--- src/common/bssm_pkg.sv ---
package bssm_pkg;
  localparam int unsigned SYS_CLK_HZ = 40_000_000;
  localparam int unsigned OSC_FAST_HZ = 1_500_000;
  localparam int unsigned OSC_SLOW_HZ = 750_000;
  // Both periods round down
  localparam int unsigned OSC_FAST_DIV = SYS_CLK_HZ / OSC_FAST_HZ;
  localparam int unsigned OSC_SLOW_DIV = SYS_CLK_HZ / OSC_SLOW_HZ;
  localparam int unsigned DROPOUT_LIMIT = 8;
  localparam int unsigned REFRESH_LIMIT = 32;
  localparam int unsigned REFRESH_PULSE = 4;
  localparam int unsigned BURST_DIV = 4;
  localparam int unsigned SETTLE_MS = 36;
  localparam int unsigned SETTLE_CYCLES = SETTLE_MS * (SYS_CLK_HZ / 1000);
  localparam int unsigned SAMPLE_INTERVAL_MS = 1000;
  localparam int unsigned SAMPLE_INTERVAL_CYCLES =
    SAMPLE_INTERVAL_MS * (SYS_CLK_HZ / 1000);
  localparam int unsigned SAMPLE_WIDTH = 10;

  typedef enum logic [2:0] {
    BSSM_RUN    = 3'h1,
    BSSM_SETTLE = 3'h2,
    BSSM_SAMPLE = 3'h4
  } bssm_mp_state_t;
endpackage

--- src/verilog/bssm_core.sv ---
`timescale 1ns/1ps
`default_nettype none
module bssm_core #(
  parameter int unsigned SETTLE_CYCLES = bssm_pkg::SETTLE_CYCLES,
  parameter int unsigned INTERVAL_CYCLES = bssm_pkg::SAMPLE_INTERVAL_CYCLES,
  parameter int unsigned SAMPLE_WIDTH = bssm_pkg::SAMPLE_WIDTH
) (
  input wire logic sys_clk,
  input wire logic rst,
  input wire logic oscillator_rate_strap,
  input wire logic pwm_top_off,
  input wire logic inductor_zero,
  input wire logic constant_current_phase,
  input wire logic charge_below_burst_entry,
  input wire logic charge_above_burst_exit,
  input wire logic [SAMPLE_WIDTH-1:0] open_circuit_code,
  input wire logic [SAMPLE_WIDTH-1:0] power_point_sense_code,
  output logic top_switch_on,
  output logic bottom_switch_on,
  output logic charger_enable,
  output logic burst_active,
  output logic charge_reduce,
  output logic [SAMPLE_WIDTH-1:0] held_sample,
  output logic sample_valid
);
  ////////////////////////////////////////////////////////////////////////////
  generate
    if (SETTLE_CYCLES < 1 || INTERVAL_CYCLES < 1) begin : g_bad_count
      $error("bssm_core: timing counts must be at least one");
    end
    if (SAMPLE_WIDTH < 1) begin : g_bad_width
      $error("bssm_core: sample width must be at least one");
    end
  endgenerate

  localparam int DIV_W = $clog2(bssm_pkg::OSC_SLOW_DIV + 1);
  localparam int MP_W = $clog2(
    (SETTLE_CYCLES > INTERVAL_CYCLES ? SETTLE_CYCLES : INTERVAL_CYCLES) + 1);
  localparam logic [DIV_W-1:0] FAST_LAST =
    DIV_W'(bssm_pkg::OSC_FAST_DIV - 1);
  localparam logic [DIV_W-1:0] SLOW_LAST =
    DIV_W'(bssm_pkg::OSC_SLOW_DIV - 1);
  localparam logic [3:0] DROP_LIMIT = 4'(bssm_pkg::DROPOUT_LIMIT);
  localparam logic [5:0] REFR_LIMIT = 6'(bssm_pkg::REFRESH_LIMIT);
  localparam logic [2:0] REFR_PULSE = 3'(bssm_pkg::REFRESH_PULSE);
  localparam logic [1:0] BURST_LAST = 2'(bssm_pkg::BURST_DIV - 1);
  localparam logic [MP_W-1:0] SETTLE_LAST = MP_W'(SETTLE_CYCLES - 1);
  localparam logic [MP_W-1:0] INTERVAL_LAST = MP_W'(INTERVAL_CYCLES - 1);

  ////////////////////////////////////////////////////////////////////////////
  // Strap and analog comparator levels arrive from outside the clock domain
  logic [5:0] pins_sync;
  logic strap_rail;
  logic top_off_req;
  logic izero;
  logic cc_phase;
  logic below_entry;
  logic above_exit;

  bssm_sync #(.WIDTH(6)) u_sync (
    .sys_clk(sys_clk),
    .rst(rst),
    .async_in({oscillator_rate_strap, pwm_top_off, inductor_zero,
               constant_current_phase, charge_below_burst_entry,
               charge_above_burst_exit}),
    .sync_out(pins_sync)
  );

  assign strap_rail = pins_sync[5];
  assign top_off_req = pins_sync[4];
  assign izero = pins_sync[3];
  assign cc_phase = pins_sync[2];
  assign below_entry = pins_sync[1];
  assign above_exit = pins_sync[0];

  ////////////////////////////////////////////////////////////////////////////
  // Oscillator
  logic [DIV_W-1:0] osc_cnt;
  wire [DIV_W-1:0] osc_last = strap_rail ? FAST_LAST : SLOW_LAST;
  wire cycle_end = (osc_cnt >= osc_last);
  wire cycle_start = (osc_cnt == '0);

  always_ff @(posedge sys_clk) begin
    if (rst) begin
      osc_cnt <= '0;
    end else begin
      osc_cnt <= cycle_end ? '0 : osc_cnt + 1'b1;
    end
  end

  ////////////////////////////////////////////////////////////////////////////
  // Power-point sampling sequence
  bssm_pkg::bssm_mp_state_t mp_state;
  bssm_pkg::bssm_mp_state_t next_mp_state;
  logic [MP_W-1:0] mp_cnt;
  logic [MP_W-1:0] next_mp_cnt;
  wire mp_run = (mp_state == bssm_pkg::BSSM_RUN);
  wire mp_capture = (mp_state == bssm_pkg::BSSM_SAMPLE);

  always_comb begin
    next_mp_state = mp_state;
    next_mp_cnt = mp_cnt + 1'b1;
    unique case (mp_state)
      bssm_pkg::BSSM_RUN: begin
        if (mp_cnt >= INTERVAL_LAST) begin
          next_mp_state = bssm_pkg::BSSM_SETTLE;
          next_mp_cnt = '0;
        end
      end
      bssm_pkg::BSSM_SETTLE: begin
        if (mp_cnt >= SETTLE_LAST) begin
          next_mp_state = bssm_pkg::BSSM_SAMPLE;
          next_mp_cnt = '0;
        end
      end
      bssm_pkg::BSSM_SAMPLE: begin
        next_mp_state = bssm_pkg::BSSM_RUN;
        next_mp_cnt = '0;
      end
    endcase
  end

  always_ff @(posedge sys_clk) begin
    if (rst) begin
      mp_state <= bssm_pkg::BSSM_RUN;
      mp_cnt <= '0;
    end else begin
      mp_state <= next_mp_state;
      mp_cnt <= next_mp_cnt;
    end
  end

  // The divided input arrives as a code; the held copy is only replaced here
  always_ff @(posedge sys_clk) begin
    if (rst) begin
      held_sample <= '0;
      sample_valid <= 1'b0;
    end else if (mp_capture) begin
      held_sample <= open_circuit_code;
      sample_valid <= 1'b1;
    end
  end

  // Until a first sample exists there is nothing to regulate against
  wire below_sample = sample_valid && (power_point_sense_code < held_sample);

  always_ff @(posedge sys_clk) begin
    if (rst) begin
      charger_enable <= 1'b0;
      charge_reduce <= 1'b0;
    end else begin
      charger_enable <= (next_mp_state == bssm_pkg::BSSM_RUN);
      charge_reduce <= mp_run && below_sample;
    end
  end

  ////////////////////////////////////////////////////////////////////////////
  // Burst operation with hysteresis
  logic [1:0] burst_cnt;
  wire burst_enter = !cc_phase && below_entry;

  always_ff @(posedge sys_clk) begin
    if (rst) begin
      burst_active <= 1'b0;
      burst_cnt <= '0;
    end else begin
      if (above_exit) begin
        burst_active <= 1'b0;
      end else if (burst_enter) begin
        burst_active <= 1'b1;
      end
      if (cycle_start) begin
        burst_cnt <= (burst_cnt >= BURST_LAST) ? '0 : burst_cnt + 1'b1;
      end
    end
  end

  // Only one cycle in BURST_DIV switches while in burst; the rest idle
  wire burst_standby = burst_active && (burst_cnt != '0);
  wire switch_allowed = mp_run && !burst_standby;

  ////////////////////////////////////////////////////////////////////////////
  // Dropout and bootstrap refresh counters
  logic [3:0] drop_cnt;
  logic [5:0] refr_cnt;
  logic [2:0] pulse_cnt;
  logic next_top;
  logic next_bottom;
  logic [2:0] next_pulse;
  wire drop_hit = (drop_cnt >= DROP_LIMIT);
  wire refr_due = (refr_cnt >= REFR_LIMIT);

  always_ff @(posedge sys_clk) begin
    if (rst) begin
      drop_cnt <= '0;
      refr_cnt <= '0;
    end else begin
      if (top_switch_on && !next_top) begin
        drop_cnt <= '0;
      end else if (cycle_start) begin
        drop_cnt <= (top_switch_on && !drop_hit) ? drop_cnt + 1'b1 :
                    (top_switch_on ? drop_cnt : '0);
      end
      if (next_bottom && !bottom_switch_on) begin
        refr_cnt <= '0;
      end else if (cycle_start && !refr_due) begin
        refr_cnt <= refr_cnt + 1'b1;
      end
    end
  end

  ////////////////////////////////////////////////////////////////////////////
  // Switch sequencing; the two switches are never driven on together
  always_comb begin
    next_top = top_switch_on;
    next_bottom = bottom_switch_on;
    next_pulse = '0;
    if (!switch_allowed) begin
      next_top = 1'b0;
      next_bottom = 1'b0;
    end else if (cycle_start) begin
      if (refr_due) begin
        next_top = 1'b0;
        next_bottom = 1'b1;
        next_pulse = REFR_PULSE;
      end else if (!top_switch_on) begin
        next_top = 1'b1;
        next_bottom = 1'b0;
      end
    end else if (pulse_cnt != '0) begin
      next_pulse = pulse_cnt - 1'b1;
      if (pulse_cnt == 3'h1) begin
        next_bottom = 1'b0;
        next_top = 1'b1;
      end
    end else if (top_switch_on && (top_off_req || drop_hit)) begin
      next_top = 1'b0;
      next_bottom = !izero;
    end else if (bottom_switch_on && izero) begin
      next_bottom = 1'b0;
    end
    // Dropout force ends with the cycle, which the restart above handles
  end

  always_ff @(posedge sys_clk) begin
    if (rst) begin
      top_switch_on <= 1'b0;
      bottom_switch_on <= 1'b0;
      pulse_cnt <= '0;
    end else begin
      top_switch_on <= next_top;
      bottom_switch_on <= next_bottom;
      pulse_cnt <= next_pulse;
    end
  end
endmodule // bssm_core
`default_nettype wire

--- src/verilog/bssm_sync.sv ---
`timescale 1ns/1ps
`default_nettype none
module bssm_sync #(
  parameter int WIDTH = 1
) (
  input wire logic sys_clk,
  input wire logic rst,
  input wire logic [WIDTH-1:0] async_in,
  output logic [WIDTH-1:0] sync_out
);
  logic [WIDTH-1:0] stage1;

  // First stage feeds the second only
  always_ff @(posedge sys_clk) begin
    if (rst) begin
      stage1 <= '0;
      sync_out <= '0;
    end else begin
      stage1 <= async_in;
      sync_out <= stage1;
    end
  end
endmodule // bssm_sync
`default_nettype wire

--- config.mk ---
export PLATFORM = sky130hd
export DESIGN_NAME = bssm_core
export DESIGN_NICKNAME = d
export VERILOG_FILES = /design/src/common/bssm_pkg.sv /design/src/verilog/bssm_core.sv /design/src/verilog/bssm_sync.sv
export SDC_FILE = /design/constraint.sdc
export NUM_CORES = 1
export LEC_CHECK = 0
export BUFFER_PORTS_ARGS = -buffer_cell sky130_fd_sc_hd__buf_2
export CORE_MARGIN = 2
export CORE_UTILIZATION = 30
export CTS_BUF_LIST = sky130_fd_sc_hd__clkbuf_4
export DETAILED_ROUTE_END_ITERATION = 8
export PLACE_DENSITY_LB_ADDON = 0.15
export SLEW_MARGIN = 20
export SYNTH_ARGS = -nofsm -noshare
export SYNTH_HDL_FRONTEND = slang
export SYNTH_SLANG_ARGS = --single-unit
--- constraint.sdc ---
create_clock -name sys_clk -period 2.5 [get_ports sys_clk]
set_clock_uncertainty 0.2 [all_clocks]
set_input_delay 0.625 -clock sys_clk [delete_from_list [all_inputs] [get_ports sys_clk]]
set_output_delay 0.625 -clock sys_clk [all_outputs]
set_load 0.01 [all_outputs]
==> impl_metrics.env <==
export IMPL_ctsHoldBuffers=0
export IMPL_dpl_hpwl_um=5690
export IMPL_clk_latency_ns=0.43
export IMPL_rsz0062_at_grt="no"
export IMPL_syn_avg_cell_area_um2=8.61
export IMPL_synth_net_count=484
export IMPL_maxSlewViolCount=0
export IMPL_drive_gt1_share_pct=15.4
export IMPL_path_class="register to register"
export IMPL_die_width_um=115
export IMPL_wl_per_cell_um=11.8
export IMPL_start_kind="register"
export IMPL_async_flop_share_pct=0
export IMPL_synthAdderAreaFrac_pct=8.43
export IMPL_vias_per_cell=4.56
export IMPL_grt_pass1_wl_um=13200
export IMPL_p_switching_w=0.000608
export IMPL_synth_xor_area_share_pct=7.55
export IMPL_final_hold_viol_count=0
export IMPL_grt_overflow=0
export IMPL_ys_flop_type="dfxtp_1"
export IMPL_critical_path_max_fanout=4
export IMPL_synth_compound_area_share_pct=10.8
export IMPL_postCtsSetupRepairBufs=0
export IMPL_power_share_sequential_pct=59.7
export IMPL_numCtsBuffers=9
export IMPL_p_comb_share_pct=10.8
export IMPL_wl_um=7720
export IMPL_antenna_cells=0
export IMPL_internal_power_w=0.00160
export IMPL_min_period_ns=2.25
export IMPL_portBuffers=43
export IMPL_dieArea_mm2=0.0133
export IMPL_power_frac_clock_pct=29.5
export IMPL_grt_pass1_vias=2871
export IMPL_clockBufferDepth=2
export IMPL_firstDrtPassIters=4
export IMPL_synth_edff_count=0
export IMPL_drv_cap=0
export IMPL_synth_area_mm2=0.00371
export IMPL_mostFrequentLayoutCell="nor2_1"
export IMPL_cts_resized=0
export IMPL_synth_seq_area_share_pct=42.1
export IMPL_antenna_found_initial=0
export IMPL_required_ns=2.67
export IMPL_ff_latch_area_mm2=0.00156
export IMPL_multi_input_area_mm2=0.00199
export IMPL_status="completed"
export IMPL_final_cell_mix="nor2_1, dfxtp_1, buf_2, inv_1, nand2_1"
export IMPL_syn2layout_area_growth_pct=14.7
export IMPL_vias=2979
export IMPL_start_util_pct=30.8
export IMPL_ys_types=52
export IMPL_n_fill_cell=1273
export IMPL_grt_max_degree=34
export IMPL_synth_seq_cells=78
export IMPL_end_kind="register"
export IMPL_p_per_area_mw_per_mm2=520
export IMPL_num_nets_final=534
export IMPL_synth_simple_area_share_pct=25.9
export IMPL_drt_initial_drc_count=198
export IMPL_cts_tree="built"
export IMPL_fp_dieH_um=115
export IMPL_clk_pin_slew_ns=0.13
export IMPL_synthMuxAreaShare_pct=0.809
export IMPL_setup_viol_count_final=0
export IMPL_route_detailed_drc=0
export IMPL_dpl_cell_area_mm2=0.00414
export IMPL_core_area_mm2=0.0121
export IMPL_min_path_cells=2
export IMPL_fmax_mhz=444
export IMPL_min_period_over_period_pct=90.0
export IMPL_h_tree_depth=3
export IMPL_fin_cells=654
export IMPL_place_inst=638
export IMPL_worst_pin_slew_ns=0.487
export IMPL_gp_congestion=0.792
export IMPL_r2r_cells=7
export IMPL_synth_cells=431
export IMPL_hp_class="input port to register"
export IMPL_peakVddDrop_uv=249
export IMPL_root_buffer="clkbuf_4"
export IMPL_ioPinCount=44
export IMPL_slew_headroom_pct=67.2
export IMPL_p_sw_share_pct=27.5
export IMPL_antenna_left=0
export IMPL_tns_ns=0
export IMPL_final_area_mm2=0.00426
export IMPL_yosysWarnings=0
export IMPL_cp_arrival_ns=2.42
export IMPL_clock_sinks=78
export IMPL_grt_usage_pct=12.5
export IMPL_fp_row_count=40
export IMPL_power_leakage_nw=1.63
export IMPL_synth_top_family_by_area="simple AND/OR/NAND/NOR gates"
[worst paths after layout]
kind | start | to | slack [ns]
max | osc_cnt[0]$_SDFF_PP0_ | drop_cnt[3]$_SDFFE_PP0P_ | 0.25
min | inductor_zero | u_sync.stage1[3]$_SDFF_PP0_ | 0.19
max reg2reg | osc_cnt[0]$_SDFF_PP0_ | drop_cnt[3]$_SDFFE_PP0P_ | 0.25
min reg2reg | u_sync.sync_out[0]$_SDFF_PP0_ | burst_active$_SDFFE_PP0P_ | 0.20
[flip-flops by register name, indices dropped and copies added, names as in the netlist]
name	flops
bottom_switch_on	1
burst_active	1
burst_cnt	2
charge_reduce	1
charger_enable	1
drop_cnt	4
held_sample	10
mp_cnt	26
mp_state	3
osc_cnt	6
pulse_cnt	3
refr_cnt	6
sample_valid	1
top_switch_on	1
u_sync.stage1	6
u_sync.sync_out	6
[critical path, cell delays in order, from the launching register on]
cell and delay (ns):
dfxtp_1 0.36, inv_1 0.08, ha_1 0.15, or4b_4 0.50, or3_1 0.38, o31a_2 0.15, o22a_4 0.21, nor3_2 0.15
[synth_stat cells (3+ instances only)]
cell,instances,area share [%]
a21o_1,4,0.81
a21oi_1,26,3.5
a31oi_1,3,0.51
buf_2,4,0.54
clkbuf_1,6,0.61
dfxtp_1,78,42
ha_1,25,8.4
inv_1,31,3.1
mux2i_1,3,0.81
nand2_1,27,2.7
nand2b_1,4,0.67
nand3_1,14,1.9
nand4_1,12,2.0
nor2_1,79,8.0
nor2b_1,16,2.7
nor3_1,11,1.5
nor4_1,6,1.0
o21ai_0,4,0.54
or3_1,8,1.3
xnor2_1,20,4.7
xor2_1,12,2.8
[metrics by stage]
stage	power [W]	utilization, %	setup WS (ns)	hold slack (ns)
CTS	0.00226	35.3	0.236	0.156
finish	0.00221	35.3	0.249	0.191
global placement	0.00159	34.3	0.324	0.179
global route	0.00235	35.3	0.0898	0.152
detailed placement	0.00159	34.3	0.265	0.186
floorplan	0.00151	-	0.403	0.173
[cell type report]
| class | instances | area share [%] |
|---|---|---|
| flip-flops and latches | 78 | 36.7 |
| clock buffers | 10 | 1.76 |
| multi-input cells | 311 | 46.7 |
| clock inverters | 6 | 0.911 |
| inverters | 31 | 2.73 |
| well taps | 168 | 4.94 |
| repair buffers | 50 | 6.29 |
[cells by family (layout without fill, tap and decap cells)]
group,count (synthesis),in the layout
buf+inv,42,97
simple gates,193,193
flops,78,78
compound gates,58,58
xor+xnor,32,32
fa+ha+maj,25,25
mux,3,3
[power groups by stage]
stage	sequential, W	combinational (W)	clock [W]
after floorplan	0.00134	0.000171	0
after global placement	0.00135	0.000238	0
after detailed placement	0.00135	0.000240	0
after CTS	0.00132	0.000242	0.000700
after global routing	0.00133	0.000271	0.000749
final	0.00132	0.000239	0.000654
[metal layers]
metal | vias up | share of wire, % | global-route usage, %
met5 | - | 0 | 0
met4 | 0 | 1.5 | 4.42
met3 | 11 | 3.6 | 3.64
met2 | 39 | 46 | 19.7
met1 | 1361 | 49 | 16.3
li1 | 1568 | - | -
(Power assumes the default switching activity.)
